<file path="config.mk">
export PLATFORM = sky130hd
export DESIGN_NAME = umh_top
export DESIGN_NICKNAME = d
export VERILOG_FILES = /design/src/hw/umh_pkg.sv /design/src/hw/umh_port_if.sv /design/src/hw/umh_port.sv /design/src/hw/umh_top.sv
export SDC_FILE = /design/constraint.sdc
export NUM_CORES = 1
export LEC_CHECK = 0
export CAP_MARGIN = 15
export CELL_PAD_IN_SITES_DETAIL_PLACEMENT = 0
export CELL_PAD_IN_SITES_GLOBAL_PLACEMENT = 1
export CORE_MARGIN = 5
export CORE_UTILIZATION = 43
export CTS_CLUSTER_DIAMETER = 100
export DETAILED_ROUTE_END_ITERATION = 16
export DONT_BUFFER_PORTS = 1
export PLACE_DENSITY_LB_ADDON = 0.08
export SYNTH_ARGS = -nofsm -noshare
export SYNTH_HDL_FRONTEND = slang
export SYNTH_SLANG_ARGS = --single-unit
</file>
<file path="constraint.sdc">
create_clock -name clock -period 1.4 [get_ports clock]
set_clock_uncertainty 0.2 [all_clocks]
set_input_delay 0 -clock clock [delete_from_list [all_inputs] [get_ports clock]]
set_output_delay 0 -clock clock [all_outputs]
set_load 0.01 [all_outputs]
</file>
<file path="src/hw/umh_pkg.sv">
package umh_pkg;

  // Bus geometry
  localparam int DATA_W = 32;
  localparam int ADDR_W = 8;
  localparam int NUM_PORTS = 2;

  // Register map, byte addresses; port n sits at n * PORT_STRIDE
  localparam logic [ADDR_W-1:0] ADDR_CTL0 = 8'h00;
  localparam logic [ADDR_W-1:0] ADDR_IER0 = 8'h04;
  localparam logic [ADDR_W-1:0] ADDR_STAT0 = 8'h08;
  localparam logic [ADDR_W-1:0] PORT_STRIDE = 8'h0C;
  localparam logic [ADDR_W-1:0] ADDR_FUNC = 8'h18;

  // Modem control fields
  localparam int CTL_W = 5;
  localparam int CTL_DTR = 0;
  localparam int CTL_RTS = 1;
  localparam int CTL_OUT1 = 2;
  localparam int CTL_OUT2 = 3;
  localparam int CTL_LOOP = 4;
  localparam logic [CTL_W-1:0] CTL_RST = 5'h00;

  // Interrupt enable fields
  localparam int IER_W = 4;
  localparam int IER_MSI = 3;
  localparam logic [IER_W-1:0] IER_RST = 4'h0;

  // Modem status fields; low nibble change flags, high nibble line states
  localparam int STAT_W = 8;
  localparam int LINES = 4;
  localparam int STAT_DCTS = 0;
  localparam int STAT_DDSR = 1;
  localparam int STAT_TERI = 2;
  localparam int STAT_DDCD = 3;
  localparam int STAT_CTS = 4;
  localparam int STAT_DSR = 5;
  localparam int STAT_RI = 6;
  localparam int STAT_DCD = 7;
  localparam logic [LINES-1:0] LINES_IDLE = 4'hF;
  localparam logic [LINES-1:0] FLAGS_RST = 4'h0;

  // Secondary transmit function select
  localparam int FUNC_IR = 0;

  typedef logic [CTL_W-1:0] umh_ctl_t;
  typedef logic [IER_W-1:0] umh_ier_t;
  typedef logic [STAT_W-1:0] umh_stat_t;

endpackage

</file>
<file path="src/hw/umh_port_if.sv">
`timescale 1ns/10ps
interface umh_port_if;
  import umh_pkg::*;
  umh_ctl_t ctl;
  logic ier_msi;
  logic stat_rd;
  umh_stat_t stat;
  logic irq;
  modport ctl_side (output ctl, output ier_msi, output stat_rd, input stat, input irq);
  modport port (input ctl, input ier_msi, input stat_rd, output stat, output irq);
endinterface // umh_port_if

</file>
<file path="src/hw/umh_port.sv">
`timescale 1ns/10ps
module umh_port
  import umh_pkg::*;
(
  // Clock and reset
  input wire logic clock,
  input wire logic rstn,
  // Register side
  umh_port_if.port bus,
  // Modem outputs
  output logic send_request_n,
  output logic terminal_ready_n,
  // Modem inputs
  input wire logic clear_to_transmit_n,
  input wire logic set_ready_n,
  input wire logic ring_n,
  input wire logic carrier_found_n
);

  logic [LINES-1:0] in_n;
  logic [LINES-1:0] lines_q;
  logic [LINES-1:0] lines_d;
  logic [LINES-1:0] delta_q;
  logic [LINES-1:0] delta_d;
  logic [LINES-1:0] chg_q;
  logic [LINES-1:0] chg_d;
  logic rts_n_q;
  logic rts_n_d;
  logic dtr_n_q;
  logic dtr_n_d;

  always_comb begin
    // Loopback feeds the control bits back in place of the pins
    if (bus.ctl[CTL_LOOP]) begin
      in_n = ~{bus.ctl[CTL_OUT2], bus.ctl[CTL_OUT1], bus.ctl[CTL_DTR], bus.ctl[CTL_RTS]};
    end else begin
      in_n = {carrier_found_n, ring_n, set_ready_n, clear_to_transmit_n};
    end
    lines_d = in_n;
    // New edges are ORed in after the clear, so a read never drops one
    delta_d = (bus.stat_rd ? FLAGS_RST : delta_q) | (~lines_q & in_n);
    chg_d = (bus.stat_rd ? FLAGS_RST : chg_q) | (lines_q ^ in_n);
    rts_n_d = ~(bus.ctl[CTL_RTS] & ~bus.ctl[CTL_LOOP]);
    dtr_n_d = ~(bus.ctl[CTL_DTR] & ~bus.ctl[CTL_LOOP]);
  end

  always_ff @(posedge clock or negedge rstn) begin
    if (!rstn) begin
      lines_q <= LINES_IDLE;
      delta_q <= FLAGS_RST;
      chg_q <= FLAGS_RST;
      rts_n_q <= 1'b1;
      dtr_n_q <= 1'b1;
    end else begin
      lines_q <= lines_d;
      delta_q <= delta_d;
      chg_q <= chg_d;
      rts_n_q <= rts_n_d;
      dtr_n_q <= dtr_n_d;
    end
  end

  // Line states read inverted: a low pin shows as one
  assign bus.stat = {~lines_q, delta_q};
  assign bus.irq = bus.ier_msi & (|chg_q);
  assign send_request_n = rts_n_q;
  assign terminal_ready_n = dtr_n_q;

endmodule // umh_port

</file>
<file path="src/hw/umh_top.sv">
`timescale 1ns/10ps
module umh_top
  import umh_pkg::*;
(
  // Clock and reset
  input wire logic clock,
  input wire logic rstn,
  // APB slave
  input wire logic psel,
  input wire logic penable,
  input wire logic pwrite,
  input wire logic [ADDR_W-1:0] paddr,
  input wire logic [DATA_W-1:0] pwdata,
  output logic [DATA_W-1:0] prdata,
  output logic pready,
  output logic pslverr,
  // Primary modem lines
  output logic primary_send_request_n,
  output logic primary_terminal_ready_n,
  input wire logic primary_clear_to_transmit_n,
  input wire logic primary_set_ready_n,
  input wire logic primary_ring_n,
  input wire logic primary_carrier_found_n,
  output logic primary_irq,
  // Secondary modem lines
  output logic secondary_send_request_n,
  output logic secondary_terminal_ready_n,
  input wire logic secondary_clear_to_transmit_n,
  input wire logic secondary_set_ready_n,
  input wire logic secondary_ring_n,
  input wire logic secondary_carrier_found_n,
  output logic secondary_irq,
  // Secondary transmit sources and pin
  input wire logic sec_uart_tx,
  input wire logic sec_ir_encoded,
  output logic secondary_serial_out
);

  function automatic logic [ADDR_W-1:0] port_addr(input int idx, input logic [ADDR_W-1:0] off);
    logic [ADDR_W-1:0] base;
    base = ADDR_W'(idx) * PORT_STRIDE;
    return off + base;
  endfunction

  umh_ctl_t ctl_q [NUM_PORTS];
  umh_ctl_t ctl_d [NUM_PORTS];
  umh_ier_t ier_q [NUM_PORTS];
  umh_ier_t ier_d [NUM_PORTS];
  umh_stat_t stat_v [NUM_PORTS];
  logic ir_sel_q;
  logic ir_sel_d;
  logic txo_q;
  logic txo_d;
  logic [DATA_W-1:0] prdata_q;
  logic [DATA_W-1:0] prdata_d;
  logic [DATA_W-1:0] rd_mux;
  logic setup;
  logic acc;
  logic wr_acc;
  logic hit_func;
  logic mapped;
  logic [NUM_PORTS-1:0] hit_ctl;
  logic [NUM_PORTS-1:0] hit_ier;
  logic [NUM_PORTS-1:0] hit_stat;
  logic [NUM_PORTS-1:0] stat_rd;
  logic [NUM_PORTS-1:0] rts_n;
  logic [NUM_PORTS-1:0] dtr_n;
  logic [NUM_PORTS-1:0] cts_n;
  logic [NUM_PORTS-1:0] dsr_n;
  logic [NUM_PORTS-1:0] ri_n;
  logic [NUM_PORTS-1:0] dcd_n;
  logic [NUM_PORTS-1:0] irq;

  assign setup = psel & ~penable;
  assign acc = psel & penable;
  assign wr_acc = acc & pwrite;

  always_comb begin
    hit_func = (paddr == ADDR_FUNC);
    for (int i = 0; i < NUM_PORTS; i++) begin
      hit_ctl[i] = (paddr == port_addr(i, ADDR_CTL0));
      hit_ier[i] = (paddr == port_addr(i, ADDR_IER0));
      hit_stat[i] = (paddr == port_addr(i, ADDR_STAT0));
    end
    mapped = hit_func | (|hit_ctl) | (|hit_ier) | (|hit_stat);
  end

  always_comb begin
    rd_mux = '0;
    if (hit_func) begin
      rd_mux[FUNC_IR] = ir_sel_q;
    end
    for (int i = 0; i < NUM_PORTS; i++) begin
      if (hit_ctl[i]) begin
        rd_mux[CTL_W-1:0] = ctl_q[i];
      end
      if (hit_ier[i]) begin
        rd_mux[IER_W-1:0] = ier_q[i];
      end
      if (hit_stat[i]) begin
        rd_mux[STAT_W-1:0] = stat_v[i];
      end
    end
  end

  // Status read clears at the setup edge, the same edge that snapshots it,
  // so an edge landing there is both reported later and never lost.
  always_comb begin
    for (int i = 0; i < NUM_PORTS; i++) begin
      stat_rd[i] = setup & ~pwrite & hit_stat[i];
    end
  end

  always_comb begin
    for (int i = 0; i < NUM_PORTS; i++) begin
      ctl_d[i] = ctl_q[i];
      ier_d[i] = ier_q[i];
      if (wr_acc && hit_ctl[i]) begin
        ctl_d[i] = pwdata[CTL_W-1:0];
      end
      if (wr_acc && hit_ier[i]) begin
        ier_d[i] = pwdata[IER_W-1:0];
      end
    end
    ir_sel_d = ir_sel_q;
    if (wr_acc && hit_func) begin
      ir_sel_d = pwdata[FUNC_IR];
    end
    prdata_d = prdata_q;
    if (setup && !pwrite) begin
      prdata_d = rd_mux;
    end
    // No clear-to-transmit term anywhere on this path
    txo_d = ir_sel_q ? sec_ir_encoded : sec_uart_tx;
  end

  always_ff @(posedge clock or negedge rstn) begin
    if (!rstn) begin
      for (int i = 0; i < NUM_PORTS; i++) begin
        ctl_q[i] <= CTL_RST;
        ier_q[i] <= IER_RST;
      end
      ir_sel_q <= 1'b0;
      txo_q <= 1'b1;
      prdata_q <= '0;
    end else begin
      for (int i = 0; i < NUM_PORTS; i++) begin
        ctl_q[i] <= ctl_d[i];
        ier_q[i] <= ier_d[i];
      end
      ir_sel_q <= ir_sel_d;
      txo_q <= txo_d;
      prdata_q <= prdata_d;
    end
  end

  // Zero wait states; errors only for unmapped or misaligned words
  assign pready = 1'b1;
  assign pslverr = acc & ~mapped;
  assign prdata = prdata_q;

  assign cts_n = {secondary_clear_to_transmit_n, primary_clear_to_transmit_n};
  assign dsr_n = {secondary_set_ready_n, primary_set_ready_n};
  assign ri_n = {secondary_ring_n, primary_ring_n};
  assign dcd_n = {secondary_carrier_found_n, primary_carrier_found_n};

  umh_port_if pif [NUM_PORTS] ();

  // One private instance per port keeps their state apart
  for (genvar g = 0; g < NUM_PORTS; g++) begin : g_port
    assign pif[g].ctl = ctl_q[g];
    assign pif[g].ier_msi = ier_q[g][IER_MSI];
    assign pif[g].stat_rd = stat_rd[g];
    assign stat_v[g] = pif[g].stat;
    assign irq[g] = pif[g].irq;
    umh_port u_port (
      .clock(clock),
      .rstn(rstn),
      .bus(pif[g]),
      .send_request_n(rts_n[g]),
      .terminal_ready_n(dtr_n[g]),
      .clear_to_transmit_n(cts_n[g]),
      .set_ready_n(dsr_n[g]),
      .ring_n(ri_n[g]),
      .carrier_found_n(dcd_n[g])
    );
  end

  assign primary_send_request_n = rts_n[0];
  assign primary_terminal_ready_n = dtr_n[0];
  assign secondary_send_request_n = rts_n[1];
  assign secondary_terminal_ready_n = dtr_n[1];
  assign primary_irq = irq[0];
  assign secondary_irq = irq[1];
  assign secondary_serial_out = txo_q;

  // Checks
  logic loop0;
  logic loop1;
  logic rd_stat0;
  logic wr_ctl0;
  logic wr_ctl1;
  assign loop0 = ctl_q[0][CTL_LOOP];
  assign loop1 = ctl_q[1][CTL_LOOP];
  assign rd_stat0 = setup & ~pwrite & hit_stat[0];
  assign wr_ctl0 = wr_acc & hit_ctl[0];
  assign wr_ctl1 = wr_acc & hit_ctl[1];
endmodule // umh_top

</file>
* Word level (Yosys, flattened, before mapping)
Index checks and enable logic that the tools add are counted.
** Cells by class
- Equality and inequality tests :: 6
- Mux-type cells :: 14
- Bitwise gates (word level) :: 37
- Reductions and logical operators :: 13
** Operator list (count)
- $mux W4 :: 8
- $eq A8 B5 Y1 const B :: 3
- $eq A8 B4 Y1 const B :: 2
- $mux W8 :: 2
- $not A4 Y4 :: 4
- $or A4 B4 Y4 :: 4
- $and A1 B1 Y1 :: 13
- $mux W5 :: 2
- $not A1 Y1 :: 9
- $and A4 B4 Y4 :: 2
- $eq A8 B3 Y1 const B :: 1
- $logic_not A8 Y1 :: 1
- $reduce_or A4 Y1 :: 2
- $xor A4 B4 Y4 :: 2
- $logic_and A1 B1 Y1 :: 6
- $reduce_or A2 Y1 :: 3
- $or A1 B1 Y1 :: 3
- $mux W1 :: 2
- $logic_not A1 Y1 :: 1
** Storage, ports and cells
- Register bits after elaboration :: 56
- Input bits :: 55
- Output and inout port bits :: 41

* Depth between registers and ports, before layout
Gate-level depths: netlist of run 1.
- Depth in word-level cells :: 8
- Mapped depth :: 6

* Cells and area by module
Synthesis of run 1 repeated with hierarchy kept, for this count alone.
** Second synthesis, totals
- Cell total of the unflattened synthesis :: 246
- Area total of the unflattened synthesis :: 2761.4 µm²
** By module, submodules not included
- umh_top :: instances 1, cells an instance 152, area an instance 1650.3 µm², sequential area each 701.9 µm²
- umh_port :: instances 2, cells an instance 47, area an instance 555.5 µm², sequential area each 357.8 µm²

* Least setup slack after synthesis of run 1
OpenSTA, ideal clock, no wires.
- Path type :: input to register
- From :: input paddr[7]
- To :: register g_port[0].u_port.delta_q[0]
- Setup time :: 0.118 ns
- Arrival :: 1.295 ns
- Setup slack :: -0.213 ns
- Stages on the path :: 5
- Cell sequence :: or3_1 > buf_2 > or4_4 > buf_6 > a21o_1
** Between the ends
- Longest elaborated chain between the ends :: 4
** Ends and longest elaborated chain
- start: declaration :: line umh_top.sv:12 : input wire logic [ADDR_W-1:0] paddr,
- $eq A8 B4 Y1 :: line umh_top.sv:83 : hit_stat[i] = (paddr == port_addr(i, ADDR_STAT0));
- $and A1 B1 Y1
- $mux W4 :: line umh_port.sv:41 : delta_d = (bus.stat_rd ? FLAGS_RST : delta_q) | (~lines_q & in_n);
- $or A4 B4 Y4 :: line umh_port.sv:41
- named net g_port[0].u_port.delta_d[0] :: line umh_port.sv:24 : logic [LINES-1:0] delta_d;
- end signal: assignment :: line umh_port.sv:56 : delta_q <= delta_d;
- end: declaration :: line umh_port.sv:23 : logic [LINES-1:0] delta_q;
The timed path passes the listed nets, and every way through them passes these cells.
A chain may end at the register's enable or synchronous reset.

* Worst setup path after layout of run 1
- From :: register ctl_q (netlist bit pif[0].ctl[4])
- To :: register g_port[0].u_port.chg_q[1]
** Between the ends
- Longest elaborated chain between the ends :: 3
** Ends and longest elaborated chain
- start: declaration :: line umh_top.sv:45 : umh_ctl_t ctl_q [NUM_PORTS];
- start signal: indexed assignment :: line umh_top.sv:148 : ctl_q[i] <= ctl_d[i];
- $mux W4 :: line umh_port.sv:34 : if (bus.ctl[CTL_LOOP]) begin
- named net g_port[0].u_port.in_n[1] :: line umh_port.sv:20 : logic [LINES-1:0] in_n;
- $xor A4 B4 Y4 :: line umh_port.sv:42 : chg_d = (bus.stat_rd ? FLAGS_RST : chg_q) | (lines_q ^ in_n);
- $or A4 B4 Y4 :: line umh_port.sv:42
- named net g_port[0].u_port.chg_d[1] :: line umh_port.sv:26 : logic [LINES-1:0] chg_d;
- end signal: assignment :: line umh_port.sv:57 : chg_q <= chg_d;
- end: declaration :: line umh_port.sv:25 : logic [LINES-1:0] chg_q;
The timed path passes the listed nets, and every way through them passes these cells.

==> impl_metrics.env, run 1 <==
export IMPL_p_switching_uw=691.2
export IMPL_grt_pass1_wl_mm=10.16
export IMPL_hpwl_mm=4.410
export IMPL_hold_viol_final=99
export IMPL_cts_path_max_buffers=2
export IMPL_final_setup_viol_count=11
export IMPL_wl_per_cell_um=16.80
export IMPL_crit_fanout=6
export IMPL_worstPathRequired_ps=1460
export IMPL_synth_avg_cell_area_um2=11.33
export IMPL_p_clk_frac=0.328
export IMPL_critPathKind="reg2reg"
export IMPL_hold_path_class="in2async"
export IMPL_violations="hold timing, setup timing"
export IMPL_rows=29
export IMPL_final_cells=369
export IMPL_syn_to_final_growth_pct=19.54
export IMPL_wl_mm=6.200
export IMPL_cp_end_kind="flip-flop"
export IMPL_pre_cts_slack_ps=-256.8
export IMPL_numPortBuffers=0
export IMPL_postSynthCellCount=251
export IMPL_die_area_mm2=0.008338
export IMPL_initialDrtViolationCount=48
export IMPL_antenna_found_initial=0
export IMPL_via_count=1844
export IMPL_synth_edff_count=0
export IMPL_fin_nets=354
export IMPL_synthFlopType="dfrtp_1"
export IMPL_fin_util=0.5321
export IMPL_period_share=1.036
export IMPL_drive_above_1_share=0.3562
export IMPL_setup_ws_ps=-51.05
export IMPL_status="finished, violations left"
export IMPL_vdd_ir_drop_max_mv=0.4415
export IMPL_rsz0062_at_grt="true"
export IMPL_grt_use_total=0.1544
export IMPL_die_w_um=91.31
export IMPL_start_util=0.4451
export IMPL_seq_power_share=0.581
export IMPL_viasPerCell=4.997
export IMPL_maxCapViolations=0
export IMPL_synth_seq_cells=56
export IMPL_ios=96
export IMPL_intPower_uw=2196
export IMPL_cts_sinks=56
export IMPL_start_kind="flip-flop"
export IMPL_die_y_um=91.31
export IMPL_drc=0
export IMPL_holdBufCountCts=21
export IMPL_dp_cells=337
export IMPL_clock_latency_ps=310
export IMPL_arrival_ps=1510
export IMPL_first_pass_iters=4
export IMPL_period_needed_ps=1451
export IMPL_power_density_mw_per_mm2=849.6
export IMPL_htreeDepth=2
export IMPL_seq_area_frac_synth=0.4987
export IMPL_comb_power_share=0.091
export IMPL_overflow=0
export IMPL_finalMaxSlewViolations=0
export IMPL_syn_area_mm2=0.002843
export IMPL_cts_root_buf="clkbuf_8"
export IMPL_cts_tree="built"
export IMPL_swShare=0.2394
export IMPL_yosysWarnings=0
export IMPL_core_area_mm2=0.006386
export IMPL_drtAntennaViolNets=0
export IMPL_max_freq_ghz=0.6892
export IMPL_clkTransAtPathRegs_ps=100
export IMPL_routabilityCongestion=0.7475
export IMPL_layout_common_cells="dfrtp_1, conb_1, buf_4, dlygate4sd3_1, mux2_2"
export IMPL_diodes=0
export IMPL_fill_cells=577
export IMPL_cts_buffers=5
export IMPL_ys_async_sr_fraction=1.000
export IMPL_grt_max_degree=57
export IMPL_final_common_cell="dfrtp_1"
export IMPL_whs_ps=-832.1
export IMPL_grt_pass1_vias=1913
export IMPL_ys_types=44
export IMPL_total_leakage_power_uw=0.001587
## cell families after synthesis
logic type / Yosys count / share of synthesized area
DFF: 56 / 0.4987
other: 2 / 0.002642
muxes: 31 / 0.1312
AOI/OAI and AO/OA: 39 / 0.1004
adders and majority gates: 8 / 0.03521
buffers and inverters: 56 / 0.1131
and+or+nand+nor: 59 / 0.1188
## timing repair
action / CTS / global route
buffers inserted: 2 / 2
resized for setup: 10 / 17
pin swaps: 7 / 7
endpoints found under the hold margin: 109 / 95
endpoints found under the setup margin: 21 / 25
## through the flow
step / cell area [um^2] / TNS, ps / total power, uW
floorplan: 2975 / -4718 / 1912
global placement: 2975 / -8156 / 1890
detailed placement: 2975 / -8484 / 1891
CTS: 3328 / -260.7 / 2920
global route: 3398 / -1130 / 3037
finish: 3398 / -232.8 / 2887
## state kept, by name (all words and copies together) (netlist names)
| signal | cells |
|---|---|
| g_port.u_port.chg_q | 8 |
| g_port.u_port.delta_q | 8 |
| g_port.u_port.lines_q | 8 |
| g_port.u_port.send_request_n | 2 |
| g_port.u_port.terminal_ready_n | 2 |
| ier_q | 8 |
| ir_sel_q | 1 |
| pif.ctl | 10 |
| prdata | 8 |
| secondary_serial_out | 1 |
## synth_stat cells (2+ instances only)
cell | n | share of area
dfstp_2 | 13 | 0.12
mux2i_1 | 8 | 0.028
o41a_1 | 2 | 0.0079
dfrtp_1 | 43 | 0.38
a22oi_1 | 5 | 0.013
nand2b_1 | 7 | 0.015
mux4_2 | 3 | 0.024
nand2_1 | 20 | 0.026
o21ai_0 | 7 | 0.012
inv_1 | 19 | 0.025
nor3b_1 | 2 | 0.0053
o22ai_2 | 2 | 0.0088
a2111oi_0 | 2 | 0.0062
or2_2 | 2 | 0.0044
nand4b_1 | 2 | 0.0062
a21o_1 | 11 | 0.029
clkbuf_1 | 7 | 0.0092
buf_6 | 2 | 0.0079
or4_4 | 2 | 0.0079
buf_2 | 2 | 0.0035
nor2b_1 | 3 | 0.0066
buf_4 | 25 | 0.066
o31ai_1 | 3 | 0.0079
a21oi_1 | 4 | 0.0070
nand3_1 | 3 | 0.0053
conb_1 | 2 | 0.0026
nor2_1 | 6 | 0.0079
mux2_2 | 20 | 0.079
ha_1 | 8 | 0.035
nor4_1 | 2 | 0.0044
## path summary, 6_finish.rpt
| kind | startpoint | end | slack, ps | cells past startpoint |
|---|---|---|---|---|
| min in group clock | paddr[4] | prdata[0]$_DFFE_PN0P_ | -330 | 2 |
| worst min-delay path | rstn | g_port[1].u_port.chg_q[2]$_DFF_PN0_ | -830 | 0 |
| worst max register to register | pif[0].ctl[4]$_DFFE_PN0P_ | g_port[0].u_port.chg_q[1]$_DFF_PN0_ | -50 | 4 |
| worst max-delay path | pif[0].ctl[4]$_DFFE_PN0P_ | g_port[0].u_port.chg_q[1]$_DFF_PN0_ | -50 | 4 |
| worst min register to register | g_port[0].u_port.chg_q[0]$_DFF_PN0_ | g_port[0].u_port.chg_q[0]$_DFF_PN0_ | 280 | 2 |
| max in group asynchronous | rstn | g_port[0].u_port.lines_q[1]$_DFF_PN1_ | 1630 | 0 |
## layer usage
layer  GRT usage  wire length [um]  vias up
li1            -                 -      893
met1      0.2066              2851      907
met2      0.2482              2962       37
met3     0.03967               314        7
met4     0.04401                70        0
met5           0                 0        -
## worst max-delay path: stages (launching register included)
cell and delay (ps):
dfrtp_1 410, buf_4 200, mux2i_2 260, ha_1 270
nand2_1 70
## area by class of cell
class	instances	area [um^2]	share of cell area
Sequential cell	56	1419	0.4175
Timing Repair Buffer	47	409.1	0.1204
Inverter	19	71.32	0.02099
Multi-Input combinational cell	162	1306	0.3844
Clock inverter	2	13.76	0.004050
Clock buffer	6	82.58	0.02430
Tap cell	77	96.34	0.02835
## power groups by stage
stage	Combinational [uW]	Sequential, uW	Clock [uW]
after floorplan	212	1700	0
after global placement	184	1710	0
after detailed placement	184	1710	0
after CTS	247	1680	997
after global routing	290	1680	1070
final	263	1680	947
Note: power is estimated with default switching activity, not from simulation.
==> run 2, diff against run 1 <==
- CAP_MARGIN: 15 -> not set
- PLACE_DENSITY: not set -> 0.79
- PLACE_DENSITY_LB_ADDON: 0.08 -> not set
- TNS_END_PERCENT: not set -> 50
==> run 2 against run 1 <==
- the flow still finishes with violations (hold timing, setup timing)
- sequential power about the same
- global-route usage down 0.86 points
- final area fell by 2.2%
- worst setup slack got worse by 15 ps
- maximum frequency is 1.1% lower
- die area unchanged
- combinational power down 6%
- clock-buffer cell count shrank 1
- critical path type unchanged
==> impl_metrics.env, run 2 (synthesized netlist as in run 1, its figures left out) <==
export IMPL_cts_path_max_buffers=2
export IMPL_ios=96
export IMPL_whs_ps=-831.1
export IMPL_first_pass_iters=4
export IMPL_r2r_cells=4
export IMPL_drc=0
export IMPL_hpwl_mm=4.399
export IMPL_rsz0062_at_grt="true"
export IMPL_placed_area_mm2=0.002935
export IMPL_die_area_mm2=0.008338
export IMPL_wl_per_cell_um=16.42
export IMPL_max_freq_ghz=0.6819
export IMPL_cts_root_buf="clkbuf_8"
export IMPL_setup_ws_ps=-66.47
export IMPL_maxCapViolations=0
export IMPL_arrival_ps=1470
export IMPL_power_uw=2831
export IMPL_grt_max_degree=57
export IMPL_diodes=0
export IMPL_cp_end_kind="flip-flop"
export IMPL_rows=29
export IMPL_via_count=1858
export IMPL_drive_above_1_share=0.3123
export IMPL_fin_nets=347
export IMPL_die_y_um=91.31
export IMPL_status="finished, violations left"
export IMPL_initialDrtViolationCount=88
export IMPL_period_share=1.047
export IMPL_wl_mm=5.943
export IMPL_vdd_ir_drop_max_mv=0.5799
export IMPL_start_util=0.4451
export IMPL_setup_tns_ps=-169.5
export IMPL_final_cells=362
export IMPL_cts_sinks=56
export IMPL_grt_use_total=0.1458
export IMPL_power_density_mw_per_mm2=852.3
export IMPL_clock_latency_ps=310
export IMPL_finalMaxSlewViolations=0
export IMPL_antenna_found_initial=0
export IMPL_stdcell_area_mm2=0.003322
export IMPL_routabilityCongestion=0.7459
export IMPL_pre_cts_slack_ps=-314.6
export IMPL_core_area_mm2=0.006386
export IMPL_htreeDepth=2
export IMPL_largest_reg_flops=10
export IMPL_final_setup_viol_count=9
export IMPL_start_kind="flip-flop"
export IMPL_cts_tree="built"
export IMPL_worstPathRequired_ps=1400
export IMPL_hold_path_class="in2async"
export IMPL_fill_cells=590
export IMPL_final_common_cell="dfrtp_1"
export IMPL_violations="hold timing, setup timing"
export IMPL_clkTransAtPathRegs_ps=110
export IMPL_die_w_um=91.31
export IMPL_dp_cells=330
export IMPL_viasPerCell=5.133
export IMPL_layout_common_cells="dfrtp_1, conb_1, mux2_2, dlygate4sd3_1"
export IMPL_grt_pass1_wl_mm=9.880
export IMPL_syn_to_final_growth_pct=16.86
export IMPL_drtAntennaViolNets=0
export IMPL_overflow=0
export IMPL_hold_viol_final=99
export IMPL_crit_fanout=2
export IMPL_critPathKind="reg2reg"
export IMPL_period_needed_ps=1466
export IMPL_cts_buffers=5
export IMPL_numPortBuffers=0
export IMPL_grt_pass1_vias=1939
export IMPL_total_leakage_power_uw=0.001544
==> run 2: changes by cell type in the layout (fill, tap and decap cells not counted), moves of 2 or more <==
cell     previous run  this run
mux2i_1             0         4
ha_1                5         7
ha_2                3         1
mux2i_2             8         4
buf_4              25        19
==> run 2: what timing repair did <==
item,4_1_cts,5_1_grt
endpoints found under the setup margin,13,27
endpoints found under the hold margin,109,97
hold buffers,19,1
pin swaps,7,7
gates resized for setup,11,7
setup buffers,1,3
==> run 2: power by group <==
part / switching [uW] / internal [uW] / total (uW) / leakage [uW]
clock: 546 / 360 / 906 / 0.0000485
sequential: 21.8 / 1660 / 1680 / 0.000651
combinational: 123 / 125 / 248 / 0.000844
total: 691 / 2140 / 2830 / 0.00154
==> run 2: cell type report <==
class,instances,area (um^2),area share
Clock buffer,5,68.82,0.02072
Clock inverter,3,22.52,0.006780
Inverter,19,71.32,0.02147
Multi-Input combinational cell,162,1281,0.3857
Sequential cell,56,1419,0.4271
Tap cell,77,96.34,0.02900
Timing Repair Buffer,40,362.8,0.1092
==> run 2: layer usage <==
layer / vias to the layer above / global-route usage / wire (um)
met5: - / 0 / 0
met1: 924 / 0.1950 / 2637
met3: 2 / 0.04050 / 344
met4: 0 / 0.01834 / 7
li1: 884 / - / -
met2: 48 / 0.2440 / 2954
==> run 2: worst paths after layout <==
kind                                                        from                                     to  slack, ps
min reg2reg                  g_port[0].u_port.chg_q[3]$_DFF_PN0_    g_port[0].u_port.chg_q[3]$_DFF_PN0_        290
max in group asynchronous                                   rstn  g_port[1].u_port.lines_q[2]$_DFF_PN1_       1630
min                                                         rstn    g_port[0].u_port.chg_q[0]$_DFF_PN0_       -830
max                        g_port[0].u_port.lines_q[0]$_DFF_PN1_                  prdata[4]$_DFFE_PN0P_        -70
max reg2reg                g_port[0].u_port.lines_q[0]$_DFF_PN1_                  prdata[4]$_DFFE_PN0P_        -70
min in group clock                                      paddr[4]                  prdata[0]$_DFFE_PN0P_       -310
==> run 2: worst max-delay path, cell delays in order, from the launching register on <==
cell,delay (ps)
dfstp_2,540
nand2b_1,60
a22oi_2,210
a2111oi_4,90
a211o_1,260
==> run 2: stage by stage <==
stage                 util  hold WS (ps)
floorplan                -        -495.6
global placement    0.4596        -493.5
detailed placement  0.4596        -493.6
CTS                 0.5104        -840.9
global route        0.5202        -862.0
finish              0.5202        -831.1
==> run 3, diff against run 2 <==
- CORE_UTILIZATION: 43 -> 48
- PLACE_DENSITY: 0.79 -> 0.84
- clock period: 1.4 -> 1.5 ns (I/O delays scaled with it)
==> run 3 against run 2 <==
- the run ends with hold timing left
- non-clock buffer count shrank 7
- die area decreased by 9.3%
- worst setup slack better by 120 ps
==> impl_metrics.env, run 3 (synthesized netlist as in run 1, its figures left out) <==
export IMPL_drc=0
export IMPL_cp_slowest_stage_delay_ps=460
export IMPL_clkTransAtPathRegs_ps=100
export IMPL_cts_sinks=56
export IMPL_via_count=1843
export IMPL_final_cells=353
export IMPL_whs_ps=-291.9
export IMPL_setup_ws_ps=56.12
export IMPL_vdd_ir_drop_max_mv=0.4927
export IMPL_power_uw=2679
export IMPL_fin_nets=340
export IMPL_start_util=0.4859
export IMPL_cp_slowest_cell="mux4_2"
export IMPL_status="finished, violations left"
export IMPL_period_share=0.9626
export IMPL_overflow=0
export IMPL_htreeDepth=2
export IMPL_finalMaxSlewViolations=0
export IMPL_path_buf_inv=0
export IMPL_drtAntennaViolNets=0
export IMPL_worstPathRequired_ps=1500
export IMPL_ios=96
export IMPL_routabilityCongestion=0.7822
export IMPL_start_kind="flip-flop"
export IMPL_final_common_cell="dfrtp_1"
export IMPL_die_w_um=86.96
export IMPL_numPortBuffers=0
export IMPL_syn_to_final_growth_pct=13.78
export IMPL_final_setup_viol_count=0
export IMPL_power_density_mw_per_mm2=828.4
export IMPL_hold_viol_final=43
export IMPL_antenna_found_initial=0
export IMPL_grt_pass1_vias=1792
export IMPL_diodes=0
export IMPL_wl_per_cell_um=16.29
export IMPL_crit_fanout=3
export IMPL_period_needed_ps=1444
export IMPL_rows=28
export IMPL_cts_tree="built"
export IMPL_layout_common_cells="dfrtp_1, conb_1, dlygate4sd3_1, mux2_2, inv_1"
export IMPL_drive_above_1_share=0.2590
export IMPL_first_pass_iters=4
export IMPL_cp_end_kind="flip-flop"
export IMPL_rsz0062_at_grt="false"
export IMPL_cts_buffers=5
export IMPL_cp_cell_sequence="mux4_2 -> a21oi_1 -> o21ai_0"
export IMPL_max_freq_ghz=0.6926
export IMPL_maxCapViolations=0
export IMPL_pre_cts_slack_ps=-204.1
export IMPL_largest_reg_flops=10
export IMPL_core_area_mm2=0.005851
export IMPL_viasPerCell=5.221
export IMPL_cts_path_max_buffers=2
export IMPL_fin_util=0.5528
export IMPL_hold_path_class="in2reg"
export IMPL_violations="hold timing"
export IMPL_wl_mm=5.749
export IMPL_clock_latency_ps=310
export IMPL_cpLargestDelayFamily="multiplexers"
export IMPL_grt_pass1_wl_mm=9.059
export IMPL_dp_cells=321
export IMPL_die_area_mm2=0.007561
export IMPL_fill_cells=511
export IMPL_total_leakage_power_uw=0.001503
export IMPL_grt_use_total=0.1552
export IMPL_grt_max_degree=57
export IMPL_initialDrtViolationCount=114
export IMPL_cts_root_buf="clkbuf_8"
export IMPL_die_y_um=86.96
export IMPL_hpwl_mm=4.126
export IMPL_critPathKind="reg2reg"
export IMPL_arrival_ps=1440
-- run 3: per-layer routing --
layer  track usage  share of wire
met5             0              0
met2        0.2491           0.49
met3       0.04825          0.070
met4       0.02975         0.0073
met1        0.2089           0.43
-- run 3: area by class of cell --
cell class | count | area, um^2 | share of cell area
flip-flops and latches | 56 | 1419 | 0.4387
clock inverters | 2 | 13.76 | 0.004255
inverters | 19 | 71.32 | 0.02205
repair buffers | 33 | 322.8 | 0.09981
well taps | 75 | 93.84 | 0.02901
multi-input cells | 162 | 1231 | 0.3807
clock buffers | 6 | 82.58 | 0.02553
-- run 3: final timing paths --
kind	start	end	slack, ps	depth (start not counted)
max reg2reg	pif[0].ctl[2]$_DFFE_PN0P_	prdata[2]$_DFFE_PN0P_	60	3
max in group asynchronous	rstn	secondary_serial_out$_DFF_PN1_	820	2
min in group asynchronous	rstn	prdata[2]$_DFFE_PN0P_	10	2
min	paddr[4]	prdata[0]$_DFFE_PN0P_	-290	2
max	pif[0].ctl[2]$_DFFE_PN0P_	prdata[2]$_DFFE_PN0P_	60	3
min reg2reg	pif[0].ctl[0]$_DFFE_PN0P_	g_port[0].u_port.terminal_ready_n$_DFF_PN1_	270	1
-- run 3: report_power, final --
part	leakage [uW]	switching [uW]	internal, uW
sequential	0.000651	19.4	1540
clock	0.0000516	488	379
combinational	0.000800	138	111
total	0.00150	645	2030
-- run 3: what timing repair did --
item                       in CTS  in global routing
pin swaps                       0                  1
buffers inserted                0                  1
hold buffers                   21                  2
setup endpoints to repair       1                  3
hold endpoints to repair      109                 97
gates resized for setup         2                  5
-- run 3: worst register-to-register path, delay by kind of cell (launching register included) --
family | cells | cell delay [ps]
compound gates | 2 | 250
flops | 1 | 420
mux | 1 | 460
-- run 3: through the flow --
step	TNS [ps]	cell area (um^2)	hold WS (ps)
floorplan	-1031	2968	-495.6
global placement	-4464	2863	-493.3
detailed placement	-4367	2863	-493.0
CTS	0	3176	-836.9
global route	0	3234	-269.1
finish	0	3234	-291.9
